**src/design/bbc_regs.svh**
```systemverilog
// register offsets, reset values and field positions of the baseband control bank
`ifndef BBC_REGS_SVH
`define BBC_REGS_SVH
// ----------------------------------------------------------------
// printed offsets, byte address on the bus is four times these
// ----------------------------------------------------------------
`define BBC_OFF_ID 8'h00
`define BBC_OFF_POLARITY 8'h02
`define BBC_OFF_I_COVER 8'h04
`define BBC_OFF_Q_COVER 8'h06
`define BBC_OFF_GAIN_IDX 8'h2c
`define BBC_OFF_GAIN_DATA 8'h2e
`define BBC_OFF_ANT_THR 8'h50
`define BBC_OFF_PRE_LEAD 8'h52
`define BBC_OFF_PRE_LAG 8'h54
`define BBC_OFF_HDR_LEAD 8'h56
`define BBC_OFF_HDR_LAG 8'h58
`define BBC_OFF_DAT_LEAD 8'h5a
`define BBC_OFF_DAT_LAG 8'h5c
`define BBC_OFF_RF_ATTEN 8'h5e
`define BBC_OFF_ED_CTRL 8'h60
`define BBC_OFF_BANK_SEL 8'h62
`define BBC_OFF_TEST_BUS 8'h64
`define BBC_OFF_RO51 8'h66
`define BBC_OFF_RO52 8'h68
`define BBC_OFF_RO53 8'h6a
`define BBC_OFF_LEN_LO 8'h6c
`define BBC_OFF_LEN_HI 8'h6e
`define BBC_OFF_CRC_LO 8'h70
`define BBC_OFF_CRC_HI 8'h72
`define BBC_OFF_TX_PWR 8'h74
`define BBC_OFF_MEAN_PWR 8'h76
`define BBC_OFF_IF_GAIN 8'h78
`define BBC_OFF_STATUS1 8'h7a
`define BBC_OFF_RSSI 8'h7c
`define BBC_OFF_STATUS2 8'h7e
// ----------------------------------------------------------------
// reset values
// ----------------------------------------------------------------
`define BBC_RST_POLARITY 8'h00
`define BBC_RST_COVER 8'h48
`define BBC_RST_ANT_THR 8'h0f
`define BBC_RST_PRE_LOOP 8'h20
`define BBC_RST_HDR_LOOP 8'h10
`define BBC_RST_RF_ATTEN 8'h1e
`define BBC_RST_ED_CTRL 8'h1a
`define BBC_RST_BANK_SEL 8'h00
`define BBC_RST_GAIN_IDX 8'h00
`define BBC_RST_GAIN_DATA 8'h0c
// ----------------------------------------------------------------
// fields
// ----------------------------------------------------------------
`define BBC_POL_RX_Q 7
`define BBC_POL_TX_Q 6
`define BBC_POL_TX_CLK 5
`define BBC_POL_TX_RDY 4
`define BBC_POL_TX_EN 3
`define BBC_POL_CCA 2
`define BBC_POL_RX_RDY 1
`define BBC_POL_RX_CLK 0
`define BBC_BANK_BIT 0
`define BBC_GAIN_IDX_W 5
`define BBC_ADDR_LSB 2
`define BBC_ADDR_MSB 9
`define BBC_RESP_OKAY 2'b00
`define BBC_RESP_SLVERR 2'b10
`endif

```
**src/design/bbc_pkg.sv**
```systemverilog
// types shared by the baseband control register bank
`default_nettype none
package bbc_pkg;
  // configuration handed to the modem datapath
  typedef struct packed {
    logic [7:0] polarity;
    logic [7:0] i_cover;
    logic [7:0] q_cover;
    logic [7:0] gain_index;
    logic [7:0] gain_data;
    logic [7:0] ant_thr;
    logic [7:0] pre_lead;
    logic [7:0] pre_lag;
    logic [7:0] hdr_lead;
    logic [7:0] hdr_lag;
    logic [7:0] dat_lead;
    logic [7:0] dat_lag;
    logic [7:0] rf_atten;
    logic [7:0] ed_ctrl;
    logic [7:0] bank_sel;
  } bbc_cfg_t;
  // first readback bank
  typedef struct packed {
    logic [7:0] noise_a;
    logic [7:0] noise_b;
    logic [7:0] gain_err;
  } bbc_bank_a_t;
  // second readback bank
  typedef struct packed {
    logic [7:0] quality;
    logic [7:0] signal_fld;
    logic [7:0] service_fld;
    logic [7:0] len_lo;
    logic [7:0] len_hi;
    logic [7:0] crc_lo;
    logic [7:0] crc_hi;
    logic [7:0] tx_power;
    logic [7:0] mean_power;
    logic [7:0] if_gain;
    logic [7:0] status_first;
    logic [7:0] rssi;
    logic [7:0] status_second;
  } bbc_bank_b_t;
endpackage
`default_nettype wire

```
**src/design/bbc_top.sv**
```systemverilog
// baseband control register bank with axi4-lite slave and pin polarity
// How it works
// - 7-bit register number, lowest address bit unused
// - register 62 selects bank for 66-7e
// - writing gain index loads gain data
// - 32-entry gain table, saturating at 7f
// - read-only identity: part and version nibbles
// - polarity bit 7 inverts incoming q
// - polarity bit 6 inverts outgoing q
// - polarity bit 5 inverts transmit clock
// - polarity bit 4 makes tx ready low
// - polarity bit 3 sets tx enable level
// - polarity bit 2 makes cca active high
// - polarity bit 1 makes rx ready low
// - polarity bit 0 inverts receive clock
// - i cover code at 04, nominal 48
// - q cover code at 06, nominal 48
// - second bank shows rx header fields
// - first bank shows noise and gain error
`default_nettype none
`include "bbc_regs.svh"
module bbc_top #(
  parameter int IQ_W = 6,
  parameter logic [3:0] PART_CODE = 4'h5,    // arbitrary value
  parameter logic [3:0] VERSION_CODE = 4'ha  // arbitrary value
) (
  // clock and reset
  input wire logic sys_clk,
  input wire logic nrst,
  // axi4-lite write address
  input wire logic [31:0] s_axi_awaddr,
  input wire logic s_axi_awvalid,
  output logic s_axi_awready,
  // axi4-lite write data
  input wire logic [31:0] s_axi_wdata,
  input wire logic [3:0] s_axi_wstrb,
  input wire logic s_axi_wvalid,
  output logic s_axi_wready,
  // axi4-lite write response
  output logic [1:0] s_axi_bresp,
  output logic s_axi_bvalid,
  input wire logic s_axi_bready,
  // axi4-lite read address
  input wire logic [31:0] s_axi_araddr,
  input wire logic s_axi_arvalid,
  output logic s_axi_arready,
  // axi4-lite read data
  output logic [31:0] s_axi_rdata,
  output logic [1:0] s_axi_rresp,
  output logic s_axi_rvalid,
  input wire logic s_axi_rready,
  // configuration and readback with the modem datapath
  output bbc_pkg::bbc_cfg_t cfg,
  input wire logic [7:0] test_bus,
  input wire bbc_pkg::bbc_bank_a_t bank_a,
  input wire bbc_pkg::bbc_bank_b_t bank_b,
  // quadrature samples
  input wire logic [IQ_W-1:0] rx_q_in,
  output logic [IQ_W-1:0] rx_q_core,
  input wire logic [IQ_W-1:0] tx_q_core,
  output logic [IQ_W-1:0] tx_q_out,
  // core-side control levels, active high
  input wire logic tx_clk_core,
  input wire logic tx_ready_core,
  input wire logic cca_core,
  input wire logic rx_ready_core,
  input wire logic rx_clk_core,
  output logic tx_enable_core,
  output logic rx_enable_core,
  // device pins
  input wire logic transmit_enable_in,
  input wire logic receive_enable_in,
  output logic transmit_clock_out,
  output logic transmit_ready_out,
  output logic clear_channel_out,
  output logic receive_data_ready_out,
  output logic receive_clock_out
);

  // ----------------------------------------------------------------
  // gain lookup table
  // ----------------------------------------------------------------
  function automatic logic [7:0] gain_entry(input logic [`BBC_GAIN_IDX_W-1:0] idx);
    logic [7:0] v;
    v = 8'h7f;
    case (idx)
      5'h00: v = 8'h0c;
      5'h01: v = 8'h10;
      5'h02: v = 8'h14;
      5'h03: v = 8'h18;
      5'h04: v = 8'h1c;
      5'h05: v = 8'h20;
      5'h06: v = 8'h24;
      5'h07: v = 8'h28;
      5'h08: v = 8'h2e;
      5'h09: v = 8'h34;
      5'h0a: v = 8'h38;
      5'h0b: v = 8'h3c;
      5'h0c: v = 8'h3f;
      5'h0d: v = 8'h43;
      5'h0e: v = 8'h46;
      5'h0f: v = 8'h48;
      5'h10: v = 8'h46;
      5'h11: v = 8'h50;
      5'h12: v = 8'h55;
      5'h13: v = 8'h5a;
      5'h14: v = 8'h63;
      5'h15: v = 8'h6d;
      5'h16: v = 8'h76;
      default: v = 8'h7f;
    endcase
    return v;
  endfunction

  // ----------------------------------------------------------------
  // address decode
  // ----------------------------------------------------------------
  // bit 0 of the printed offset is unused, so odd offsets alias
  function automatic logic [7:0] reg_off(input logic [31:0] a);
    return {a[`BBC_ADDR_MSB:`BBC_ADDR_LSB+1], 1'b0};
  endfunction

  function automatic logic in_range(input logic [31:0] a);
    return a[31:`BBC_ADDR_MSB+1] == '0;
  endfunction

  function automatic logic is_ro(input logic [7:0] off);
    return off == `BBC_OFF_ID || off >= `BBC_OFF_TEST_BUS;
  endfunction

  function automatic logic is_rw(input logic [7:0] off);
    logic r;
    r = 1'b0;
    case (off)
      `BBC_OFF_POLARITY, `BBC_OFF_I_COVER, `BBC_OFF_Q_COVER: r = 1'b1;
      `BBC_OFF_GAIN_IDX, `BBC_OFF_GAIN_DATA: r = 1'b1;
      default: r = off >= `BBC_OFF_ANT_THR && off <= `BBC_OFF_BANK_SEL;
    endcase
    return r;
  endfunction

  // ----------------------------------------------------------------
  // write channel
  // ----------------------------------------------------------------
  logic aw_hold_q;
  logic w_hold_q;
  logic [31:0] awaddr_q;
  logic [7:0] wbyte_q;
  logic wlane_q;
  logic bvalid_q;
  logic [1:0] bresp_q;
  logic do_write;
  logic [7:0] woff;
  logic wok;

  assign s_axi_awready = ~aw_hold_q & ~bvalid_q;
  assign s_axi_wready = ~w_hold_q & ~bvalid_q;
  assign s_axi_bvalid = bvalid_q;
  assign s_axi_bresp = bresp_q;
  assign do_write = aw_hold_q & w_hold_q;
  assign woff = reg_off(awaddr_q);
  assign wok = in_range(awaddr_q) & (is_rw(woff) | is_ro(woff));

  always_ff @(posedge sys_clk or negedge nrst) begin
    if (!nrst) begin
      aw_hold_q <= 1'b0;
      awaddr_q <= 32'h0;
    end else if (s_axi_awvalid && s_axi_awready) begin
      aw_hold_q <= 1'b1;
      awaddr_q <= s_axi_awaddr;
    end else if (do_write) begin
      aw_hold_q <= 1'b0;
    end
  end

  always_ff @(posedge sys_clk or negedge nrst) begin
    if (!nrst) begin
      w_hold_q <= 1'b0;
      wbyte_q <= 8'h00;
      wlane_q <= 1'b0;
    end else if (s_axi_wvalid && s_axi_wready) begin
      w_hold_q <= 1'b1;
      wbyte_q <= s_axi_wdata[7:0];
      wlane_q <= s_axi_wstrb[0];
    end else if (do_write) begin
      w_hold_q <= 1'b0;
    end
  end

  always_ff @(posedge sys_clk or negedge nrst) begin
    if (!nrst) begin
      bvalid_q <= 1'b0;
      bresp_q <= `BBC_RESP_OKAY;
    end else if (do_write) begin
      bvalid_q <= 1'b1;
      bresp_q <= wok ? `BBC_RESP_OKAY : `BBC_RESP_SLVERR;
    end else if (s_axi_bready) begin
      bvalid_q <= 1'b0;
    end
  end

  // ----------------------------------------------------------------
  // configuration registers
  // ----------------------------------------------------------------
  bbc_pkg::bbc_cfg_t cfg_q;
  logic wr_en;

  // read-only offsets fall through every branch below untouched
  assign wr_en = do_write & wlane_q & in_range(awaddr_q) & is_rw(woff);

  always_ff @(posedge sys_clk or negedge nrst) begin
    if (!nrst) begin
      cfg_q.polarity <= `BBC_RST_POLARITY;
      cfg_q.i_cover <= `BBC_RST_COVER;
      cfg_q.q_cover <= `BBC_RST_COVER;
      cfg_q.gain_index <= `BBC_RST_GAIN_IDX;
      cfg_q.gain_data <= `BBC_RST_GAIN_DATA;
      cfg_q.ant_thr <= `BBC_RST_ANT_THR;
      cfg_q.pre_lead <= `BBC_RST_PRE_LOOP;
      cfg_q.pre_lag <= `BBC_RST_PRE_LOOP;
      cfg_q.hdr_lead <= `BBC_RST_HDR_LOOP;
      cfg_q.hdr_lag <= `BBC_RST_HDR_LOOP;
      cfg_q.dat_lead <= `BBC_RST_HDR_LOOP;
      cfg_q.dat_lag <= `BBC_RST_HDR_LOOP;
      cfg_q.rf_atten <= `BBC_RST_RF_ATTEN;
      cfg_q.ed_ctrl <= `BBC_RST_ED_CTRL;
      cfg_q.bank_sel <= `BBC_RST_BANK_SEL;
    end else if (wr_en) begin
      case (woff)
        `BBC_OFF_POLARITY: cfg_q.polarity <= wbyte_q;
        `BBC_OFF_I_COVER: cfg_q.i_cover <= wbyte_q;
        `BBC_OFF_Q_COVER: cfg_q.q_cover <= wbyte_q;
        `BBC_OFF_GAIN_IDX: begin
          cfg_q.gain_index <= wbyte_q;
          cfg_q.gain_data <= gain_entry(wbyte_q[`BBC_GAIN_IDX_W-1:0]);
        end
        `BBC_OFF_GAIN_DATA: cfg_q.gain_data <= wbyte_q;
        `BBC_OFF_ANT_THR: cfg_q.ant_thr <= wbyte_q;
        `BBC_OFF_PRE_LEAD: cfg_q.pre_lead <= wbyte_q;
        `BBC_OFF_PRE_LAG: cfg_q.pre_lag <= wbyte_q;
        `BBC_OFF_HDR_LEAD: cfg_q.hdr_lead <= wbyte_q;
        `BBC_OFF_HDR_LAG: cfg_q.hdr_lag <= wbyte_q;
        `BBC_OFF_DAT_LEAD: cfg_q.dat_lead <= wbyte_q;
        `BBC_OFF_DAT_LAG: cfg_q.dat_lag <= wbyte_q;
        `BBC_OFF_RF_ATTEN: cfg_q.rf_atten <= wbyte_q;
        `BBC_OFF_ED_CTRL: cfg_q.ed_ctrl <= wbyte_q;
        `BBC_OFF_BANK_SEL: cfg_q.bank_sel <= wbyte_q;
        default: cfg_q.bank_sel <= cfg_q.bank_sel;
      endcase
    end
  end

  assign cfg = cfg_q;

  // ----------------------------------------------------------------
  // read channel
  // ----------------------------------------------------------------
  logic rvalid_q;
  logic [7:0] rbyte_q;
  logic [1:0] rresp_q;
  logic [7:0] roff;
  logic [7:0] rd_byte;
  logic rd_ok;
  logic bank_b_sel;

  assign roff = reg_off(s_axi_araddr);
  assign bank_b_sel = cfg_q.bank_sel[`BBC_BANK_BIT];
  assign s_axi_arready = ~rvalid_q;
  assign s_axi_rvalid = rvalid_q;
  assign s_axi_rresp = rresp_q;
  assign s_axi_rdata = {24'h000000, rbyte_q};

  always_comb begin
    rd_ok = in_range(s_axi_araddr) & (is_rw(roff) | is_ro(roff));
    rd_byte = 8'h00;
    case (roff)
      `BBC_OFF_ID: rd_byte = {PART_CODE, VERSION_CODE};
      `BBC_OFF_POLARITY: rd_byte = cfg_q.polarity;
      `BBC_OFF_I_COVER: rd_byte = cfg_q.i_cover;
      `BBC_OFF_Q_COVER: rd_byte = cfg_q.q_cover;
      `BBC_OFF_GAIN_IDX: rd_byte = cfg_q.gain_index;
      `BBC_OFF_GAIN_DATA: rd_byte = cfg_q.gain_data;
      `BBC_OFF_ANT_THR: rd_byte = cfg_q.ant_thr;
      `BBC_OFF_PRE_LEAD: rd_byte = cfg_q.pre_lead;
      `BBC_OFF_PRE_LAG: rd_byte = cfg_q.pre_lag;
      `BBC_OFF_HDR_LEAD: rd_byte = cfg_q.hdr_lead;
      `BBC_OFF_HDR_LAG: rd_byte = cfg_q.hdr_lag;
      `BBC_OFF_DAT_LEAD: rd_byte = cfg_q.dat_lead;
      `BBC_OFF_DAT_LAG: rd_byte = cfg_q.dat_lag;
      `BBC_OFF_RF_ATTEN: rd_byte = cfg_q.rf_atten;
      `BBC_OFF_ED_CTRL: rd_byte = cfg_q.ed_ctrl;
      `BBC_OFF_BANK_SEL: rd_byte = cfg_q.bank_sel;
      `BBC_OFF_TEST_BUS: rd_byte = test_bus;
      // first bank holds only three live bytes, the rest read zero
      `BBC_OFF_RO51: rd_byte = bank_b_sel ? bank_b.quality : bank_a.noise_a;
      `BBC_OFF_RO52: rd_byte = bank_b_sel ? bank_b.signal_fld : bank_a.noise_b;
      `BBC_OFF_RO53: rd_byte = bank_b_sel ? bank_b.service_fld : bank_a.gain_err;
      `BBC_OFF_LEN_LO: rd_byte = bank_b_sel ? bank_b.len_lo : 8'h00;
      `BBC_OFF_LEN_HI: rd_byte = bank_b_sel ? bank_b.len_hi : 8'h00;
      `BBC_OFF_CRC_LO: rd_byte = bank_b_sel ? bank_b.crc_lo : 8'h00;
      `BBC_OFF_CRC_HI: rd_byte = bank_b_sel ? bank_b.crc_hi : 8'h00;
      `BBC_OFF_TX_PWR: rd_byte = bank_b_sel ? bank_b.tx_power : 8'h00;
      `BBC_OFF_MEAN_PWR: rd_byte = bank_b_sel ? bank_b.mean_power : 8'h00;
      `BBC_OFF_IF_GAIN: rd_byte = bank_b_sel ? bank_b.if_gain : 8'h00;
      `BBC_OFF_STATUS1: rd_byte = bank_b_sel ? bank_b.status_first : 8'h00;
      `BBC_OFF_RSSI: rd_byte = bank_b_sel ? bank_b.rssi : 8'h00;
      `BBC_OFF_STATUS2: rd_byte = bank_b_sel ? bank_b.status_second : 8'h00;
      default: rd_byte = 8'h00;
    endcase
    if (!rd_ok) begin
      rd_byte = 8'h00;
    end
  end

  always_ff @(posedge sys_clk or negedge nrst) begin
    if (!nrst) begin
      rvalid_q <= 1'b0;
      rbyte_q <= 8'h00;
      rresp_q <= `BBC_RESP_OKAY;
    end else if (s_axi_arvalid && s_axi_arready) begin
      rvalid_q <= 1'b1;
      rbyte_q <= rd_byte;
      rresp_q <= rd_ok ? `BBC_RESP_OKAY : `BBC_RESP_SLVERR;
    end else if (s_axi_rready) begin
      rvalid_q <= 1'b0;
    end
  end

  // ----------------------------------------------------------------
  // pin input synchronisers
  // ----------------------------------------------------------------
  logic [1:0] tx_en_sync_q;
  logic [1:0] rx_en_sync_q;

  always_ff @(posedge sys_clk or negedge nrst) begin
    if (!nrst) begin
      tx_en_sync_q <= 2'b00;
      rx_en_sync_q <= 2'b00;
    end else begin
      tx_en_sync_q <= {tx_en_sync_q[0], transmit_enable_in};
      rx_en_sync_q <= {rx_en_sync_q[0], receive_enable_in};
    end
  end

  // ----------------------------------------------------------------
  // polarity stage
  // ----------------------------------------------------------------
  logic [7:0] pol;
  logic tx_enable_q;
  logic rx_enable_q;
  logic [IQ_W-1:0] rx_q_q;
  logic [IQ_W-1:0] tx_q_q;
  logic tx_clk_q;
  logic tx_rdy_q;
  logic cca_q;
  logic rx_rdy_q;
  logic rx_clk_q;

  assign pol = cfg_q.polarity;

  // negation of the most negative code wraps to itself
  always_ff @(posedge sys_clk or negedge nrst) begin
    if (!nrst) begin
      rx_q_q <= '0;
      tx_q_q <= '0;
    end else begin
      rx_q_q <= pol[`BBC_POL_RX_Q] ? IQ_W'(~rx_q_in + 1'b1) : rx_q_in;
      tx_q_q <= pol[`BBC_POL_TX_Q] ? IQ_W'(~tx_q_core + 1'b1) : tx_q_core;
    end
  end

  always_ff @(posedge sys_clk or negedge nrst) begin
    if (!nrst) begin
      tx_enable_q <= 1'b0;
      rx_enable_q <= 1'b0;
    end else begin
      tx_enable_q <= tx_en_sync_q[1] ^ pol[`BBC_POL_TX_EN];
      rx_enable_q <= rx_en_sync_q[1];
    end
  end

  // outputs are registered; clocks thus lag the core by one cycle
  always_ff @(posedge sys_clk or negedge nrst) begin
    if (!nrst) begin
      tx_clk_q <= 1'b0;
      tx_rdy_q <= 1'b0;
      cca_q <= 1'b1;
      rx_rdy_q <= 1'b0;
      rx_clk_q <= 1'b0;
    end else begin
      tx_clk_q <= tx_clk_core ^ pol[`BBC_POL_TX_CLK];
      tx_rdy_q <= tx_ready_core ^ pol[`BBC_POL_TX_RDY];
      cca_q <= cca_core ~^ pol[`BBC_POL_CCA];
      rx_rdy_q <= rx_ready_core ^ pol[`BBC_POL_RX_RDY];
      rx_clk_q <= rx_clk_core ^ pol[`BBC_POL_RX_CLK];
    end
  end

  assign rx_q_core = rx_q_q;
  assign tx_q_out = tx_q_q;
  assign tx_enable_core = tx_enable_q;
  assign rx_enable_core = rx_enable_q;
  assign transmit_clock_out = tx_clk_q;
  assign transmit_ready_out = tx_rdy_q;
  assign clear_channel_out = cca_q;
  assign receive_data_ready_out = rx_rdy_q;
  assign receive_clock_out = rx_clk_q;

endmodule
`default_nettype wire

```
**config.mk**
```make
export PLATFORM = sky130hd
export DESIGN_NAME = bbc_top
export DESIGN_NICKNAME = d
export VERILOG_FILES = /design/src/design/bbc_pkg.sv /design/src/design/bbc_top.sv
export VERILOG_INCLUDE_DIRS = /design/src /design/src/design
export SDC_FILE = /design/constraint.sdc
export NUM_CORES = 1
export LEC_CHECK = 0
export BUFFER_PORTS_ARGS = -buffer_cell sky130_fd_sc_hd__buf_2
export CAP_MARGIN = 30
export CORE_AREA = 3 3 171 173
export DETAILED_ROUTE_END_ITERATION = 8
export DIE_AREA = 0 0 174 176
export HOLD_SLACK_MARGIN = 0.02
export PLACE_DENSITY_LB_ADDON = 0.08
export SYNTH_ARGS = -nofsm -noshare
export SYNTH_HDL_FRONTEND = slang
export SYNTH_SLANG_ARGS = --single-unit
export TNS_END_PERCENT = 50
```
**constraint.sdc**
```tcl
create_clock -name sys_clk -period 7.11 [get_ports sys_clk]
set_clock_uncertainty 0.15 [all_clocks]
set_input_delay 0.3555 -clock sys_clk [delete_from_list [all_inputs] [get_ports sys_clk]]
set_output_delay 0.3555 -clock sys_clk [all_outputs]
set_load 0.05 [all_outputs]
```
# After elaboration in Yosys (flattened, before gate mapping)
# Memories as Yosys holds them, arrays and structs flattened.
# Index checks and enable logic that the tools add are counted.
dict set report word_totals {
  reg_bits 200
  romBits 224
  input_bits 262
  out_inout_bits 180
  wordCells 173
  memories 1
}
dict set report classes {
  n_addsub 2
  order_cmp 6
  eq_ne 44
  mux 29
  bitwise_logic 22
  n_reduce_logical 33
}
# name depth word_bits rd rd_clocked_by_memory_dff wr line
set memory_table {}
lappend memory_table {{(no name shown)} 32 7 1 0 0 bbc_top.sv:86} ;# case (idx)
# op count
set op_table {}
lappend op_table {{8-bit one-hot mux with 30 select lines} 1}
lappend op_table {{7-bit by 6-bit equality test with 1-bit output (second input constant)} 34}
lappend op_table {{8-bit 2-to-1 mux} 14}
lappend op_table {{22-bit zero test} 2}
lappend op_table {{8-bit by 7-bit greater-or-equal comparator with 1-bit output (second input constant)} 4}
lappend op_table {{2-bit AND reduction} 15}
lappend op_table {{7-bit by 2-bit equality test with 1-bit output (second input constant)} 4}
lappend op_table {{7-bit by 5-bit equality test with 1-bit output (second input constant)} 4}
lappend op_table {{8-bit by 7-bit less-or-equal comparator with 1-bit output (second input constant)} 2}
lappend op_table {{8-bit zero test} 2}
lappend op_table {{8-bit one-hot mux with 2 select lines} 1}
lappend op_table {{7-bit by 1-bit equality test with 1-bit output (second input constant)} 2}
lappend op_table {{6-bit by 1-bit adder with 6-bit output (second input constant)} 2}
lappend op_table {{6-bit 2-to-1 mux} 2}
lappend op_table {{6-bit inverter} 2}
lappend op_table {{2-bit nonzero test} 5}
lappend op_table {{5-bit OR reduction} 2}
lappend op_table {{1-bit 2-to-1 mux} 9}
lappend op_table {{1-bit AND} 8}
lappend op_table {{1-bit logical AND} 5}
lappend op_table {{1-bit bitwise XOR} 5}
lappend op_table {{2-bit 2-to-1 mux} 2}
lappend op_table {{1-bit inverter} 4}
lappend op_table {{1-bit logical OR} 2}
lappend op_table {{2 further kinds} 3}

# Depth between registers and ports, before layout
dict set report depth {
  word_depth 6
  ltp_mapped 9
}

# Least setup slack after synthesis
# No wires, ideal clock.
dict set report synth_timing {
  kind {register to register}
  startpoint {register awaddr_q[8]}
  endpoint {register cfg_q (netlist bit cfg[10])}
  t_arrival_ns 2.364
  required_ns 6.835
  path_slack_ns 4.471
  stages_incl_launch_ff 8
  path_buffers 2
  period_less_slack_ns 2.639
  cell_sequence {dfrtp_1 -> buf_6 -> or4b_4 -> a211oi_4 -> o311ai_4 -> or4_1 -> buf_6 -> mux2_4}
}
dict set report synth_via {
  elab_chain_cells 5
  elab_cells_between_ends 13
  classes_between {2 x order compare; 6 x eq/ne; 1 x mux; 1 x bitwise; 3 x reduce/logical}
}
# element line
set synth_lines {}
lappend synth_lines {{start: declaration} bbc_top.sv:147} ;# logic [31:0] awaddr_q;
lappend synth_lines {{start signal: assignment} bbc_top.sv:170} ;# awaddr_q <= s_axi_awaddr;
lappend synth_lines {{8-bit by 7-bit greater-or-equal comparator with 1-bit output (no source line) (tied with other cells)} --}
lappend synth_lines {{1-bit logical AND (no source line) or 5-bit OR reduction (tied branches)} --}
lappend synth_lines {{1-bit 2-to-1 mux} bbc_top.sv:134} ;# case (off)
lappend synth_lines {{1-bit AND} bbc_top.sv:209} ;# assign wr_en = do_write & wlane_q & in_range(awaddr_q) & is_rw(woff);
lappend synth_lines {{2-bit AND reduction (no source line) *} --}
lappend synth_lines {{end: declaration} bbc_top.sv:205} ;# bbc_pkg::bbc_cfg_t cfg_q;
# Mark *: on every way between the ends. The rest lies on a longest branch, timed or not.
# A chain may end at the register's enable or synchronous reset.

# Final worst setup path
dict set report layout_timing {
  startpoint {register awaddr_q[16]}
  endpoint {register cfg_q (netlist bit cfg[60])}
}
dict set report layout_via {
  elab_chain_cells 4
}
# element line
set layout_lines {}
lappend layout_lines {{22-bit zero test} bbc_top.sv:124} ;# return a[31:`BBC_ADDR_MSB+1] == '0;
lappend layout_lines {{1-bit AND (2 in series)} bbc_top.sv:209}
lappend layout_lines {{2-bit AND reduction (no source line)} --}
# Every way passes these cells.

==> reports/metrics.cfg <==
[run_status]
run_status=complete, no violations

[hold_path]
hold_depth=3
whs_endpoint=tx_q_out[1]$_DFF_PN0_
hold_class=input pin to flop
worstHoldStart=tx_q_core[1]

[synthesis]
synth-xor-area-share_pct=1.21
postSynthCellCount=991
synth_top_cell_by_area=dfrtp_1
synthAdderAreaFrac_pct=0.919
async_flop_share_pct=100
synth_top_area_share_pct=39.3
synth_mux_area_share_pct=21.7
yosysSeqAreaShare_pct=45.1
synthTopCellsByArea=dfrtp_1 39%, mux2_2 17%, dfstp_2 5.8%, mux2i_1 2.8%, nand2_1 2.5%
yosysWarnings=0
synth_top_family_by_area=multiplexers
synth-edff-count=0
synth_simple_gate_area_share_pct=12.7
syn_avg_cell_area_sq_um=11.0
synth-seq-cells=195
synthFlopType=dfrtp_1
netlist_area_sq_um=10900
synth_compound_area_share_pct=13.1
synth.distinct_cells=79

[floorplan]
io_pins=442
die_area_sq_um=30600
die_w_um=174
design.core.area_sq_um=27800
die_h_um=176
initial_core_util_pct=39.2
rows=61

[setup_path]
crit_buf_inv=0
startpoint_type=flop
end_kind=flop
crit_chain=or4_1 > nor4_4 > and2_2 > nand3_2 > nor3b_2 > mux2_2
crit_fanout=8
r2r-start=awaddr_q[16]$_DFFE_PN0P_
rr_endpoint=cfg[60]$_DFFE_PN0P_
arrival_ns=3.36
worst-r2r-cell-count=6
cp_top_family=simple AND/OR/NAND/NOR gates
r2r_setup_slack_ns=3.93
cp.required_ns=7.28
slowest_delay_ns=0.80
critical_path_class=flop to flop
slowest_stage=nor3b_2

[detailed_routing]
viasPerCell=5.62
wl_per_cell_um=24.7
drtIter0Drc=902
postRouteAntennaNets=0
vias=10061
drcViolationCount=0
dr.pass1.iters=6
wl_mm=44.3

[layout]
area_growth_syn_to_layout_pct=29.9
final-instance-count-excl-fill=1791
final_core_util_pct=51.0
drive_gt1_share_pct=46.1
fillers=2713
finalNetCount=1667

[power_and_ir_drop]
power.leakage_nw=6.74
intPower_w=0.00205
sequentialPowerShare_pct=46.0
p_switching_w=0.00120
combinationalPowerShare_pct=24.1
clock_power_share_pct=29.9
swShare_pct=36.9
vdd_drop_max_mv=0.195
power_density_nw_per_um2=230

[clock_network]
cts.sinks=195
cts-root-buf=clkbuf_16
clk_latency_ns=0.44
tritoncts=yes
cts_buffers=17
postCtsSetupBuffers=0
clock_path_buffers=2
clk_pin_slew_ns=0.08
htree_levels=4

[timing]
fin_ws_ns=3.93
finalCritPeriodShare_pct=44.8
finalCriticalPeriod_ns=3.18
worst_slew_pin_slew_ns=1.08
finalSetupTns_ns=0
rsz0062_at_grt=false
setup_viol_count_final=0
hold_slack_ns=0.0575
clock.fmax_mhz=314
hold_violations=0
slew_violations=0
slew-limit-headroom_pct=27.3

[grt]
grt_antenna_before_repair=3
grt_usage_pct=28.5
grt_max_degree=68
gr-total-overflow=0
grt_pass1_vias=10092
grt_pass1_wl_mm=65.7

[place]
port_buffers=382
gp_congestion=0.916
place_ws_ns=3.69
dp.cells=1698
hpwlAfterDp_mm=33.3

[job]
max_cap_violations=0

cells by family after synthesis:
kind of cell,count (synthesis)
XOR/XNOR,15
buffers and inverters,109
AND/OR/NAND/NOR,262
AO/OA/AOI/OAI,197
other,1
adder cells (fa/ha/maj),8
flip-flops,195
multiplexers,204
power by group through the flow:
stage | registers [W] | logic, W | clock network (W)
floorplan | 0.00136 | 0.000639 | 0
CTS | 0.00150 | 0.000786 | 0.000996
global placement | 0.00151 | 0.000747 | 0
global route | 0.00153 | 0.000855 | 0.00104
detailed placement | 0.00152 | 0.000759 | 0
finish | 0.00150 | 0.000785 | 0.000973
per-layer routing:
layer | vias up | global-route usage (%) | share of wire (%)
met1 | 5062 | 38.6 | 42
li1 | 4471 | - | -
met2 | 468 | 45.4 | 47
met3 | 60 | 6.58 | 7.7
met4 | 0 | 9.08 | 2.7
met5 | - | 0 | 0
cell usage after synthesis, drive strengths merged, types with 22 or more instances:
cell	count
a21oi	24
a22oi	24
a32oi	22
buf	44
clkbuf	43
dfrtp	171
dfstp	24
mux2	166
mux2i	31
nand2	76
nand3	31
nor2	46
nor3	25
o21ai	43
what timing repair did:
item / CTS / global route
hold buffers: 58 / 0
endpoints found under the hold margin: 106 / 0
setup endpoints to repair: 0 / 0
gates resized for setup: 0 / 0
cells in the final DEF, fill, tap and decap left out, types with 15 or more instances in the layout:
master | Yosys | layout
buf_2 | 3 | 381
dfrtp_1 | 171 | 171
mux2_2 | 160 | 160
nand2_1 | 74 | 74
dlygate4sd3_1 | 0 | 58
o21ai_0 | 43 | 43
nor2_1 | 42 | 42
mux2i_1 | 31 | 31
nand3_1 | 28 | 28
conb_1 | 1 | 26
a21oi_1 | 24 | 24
a22oi_1 | 24 | 24
dfstp_2 | 24 | 24
a32oi_1 | 22 | 22
nor3_1 | 22 | 21
clkbuf_16 | 0 | 17
inv_1 | 16 | 16
nand2b_1 | 15 | 15
worst max path at each step:
| stage | start | end | slack, ns | cells after the start |
|---|---|---|---|---|
| finish | awaddr_q[16]$_DFFE_PN0P_ | cfg[60]$_DFFE_PN0P_ | 3.93 | 6 |
| floorplan | awaddr_q[8]$_DFFE_PN0P_ | cfg[10]$_DFFE_PN0P_ | 4.47 | 7 |
| detailed placement | s_axi_araddr[5] | rbyte_q[7]$_DFFE_PN0P_ | 3.69 | 9 |
| CTS | awaddr_q[16]$_DFFE_PN0P_ | cfg[60]$_DFFE_PN0P_ | 3.90 | 6 |
| global placement | s_axi_araddr[5] | rbyte_q[7]$_DFFE_PN0P_ | 3.70 | 9 |
| global route | awaddr_q[16]$_DFFE_PN0P_ | cfg[57]$_DFFE_PN0P_ | 3.80 | 6 |
state kept, by name, summed over array words and instances, names as in the netlist, 2 cells and up:
signal        flops
awaddr_q         29
cfg             112
pol               8
rbyte_q           8
rx_en_sync_q      2
rx_q_core         6
tx_en_sync_q      2
tx_q_out          6
wbyte_q           8
layout make-up:
cell class                 count  area (sq um)  area share (%)
antenna                        3          7.51          0.0530
clock buffer                  18           439            3.10
clock inverter                14           141           0.999
inverter                      17          63.8           0.451
multi-input combinational    712          5500            38.8
sequential                   195          4910            34.7
tap                          378           473            3.34
timing repair buffer         454          2630            18.6
through the flow:
stage	total power (W)	instance area, sq um
3_3_place_gp	0.00226	13000
6_report	0.00326	14200
5_1_grt	0.00343	14200
4_1_cts	0.00328	14100
2_1_floorplan	0.00200	11000
3_5_place_dp	0.00228	13000
worst register-to-register path, stage by stage, from the launching register on:
cell and delay (ns):
dfrtp_1 0.39, or4_1 0.58, nor4_4 0.33, and2_2 0.27
nand3_2 0.13, nor3b_2 0.80, mux2_2 0.41
Power figures use the tool's default switching activity.
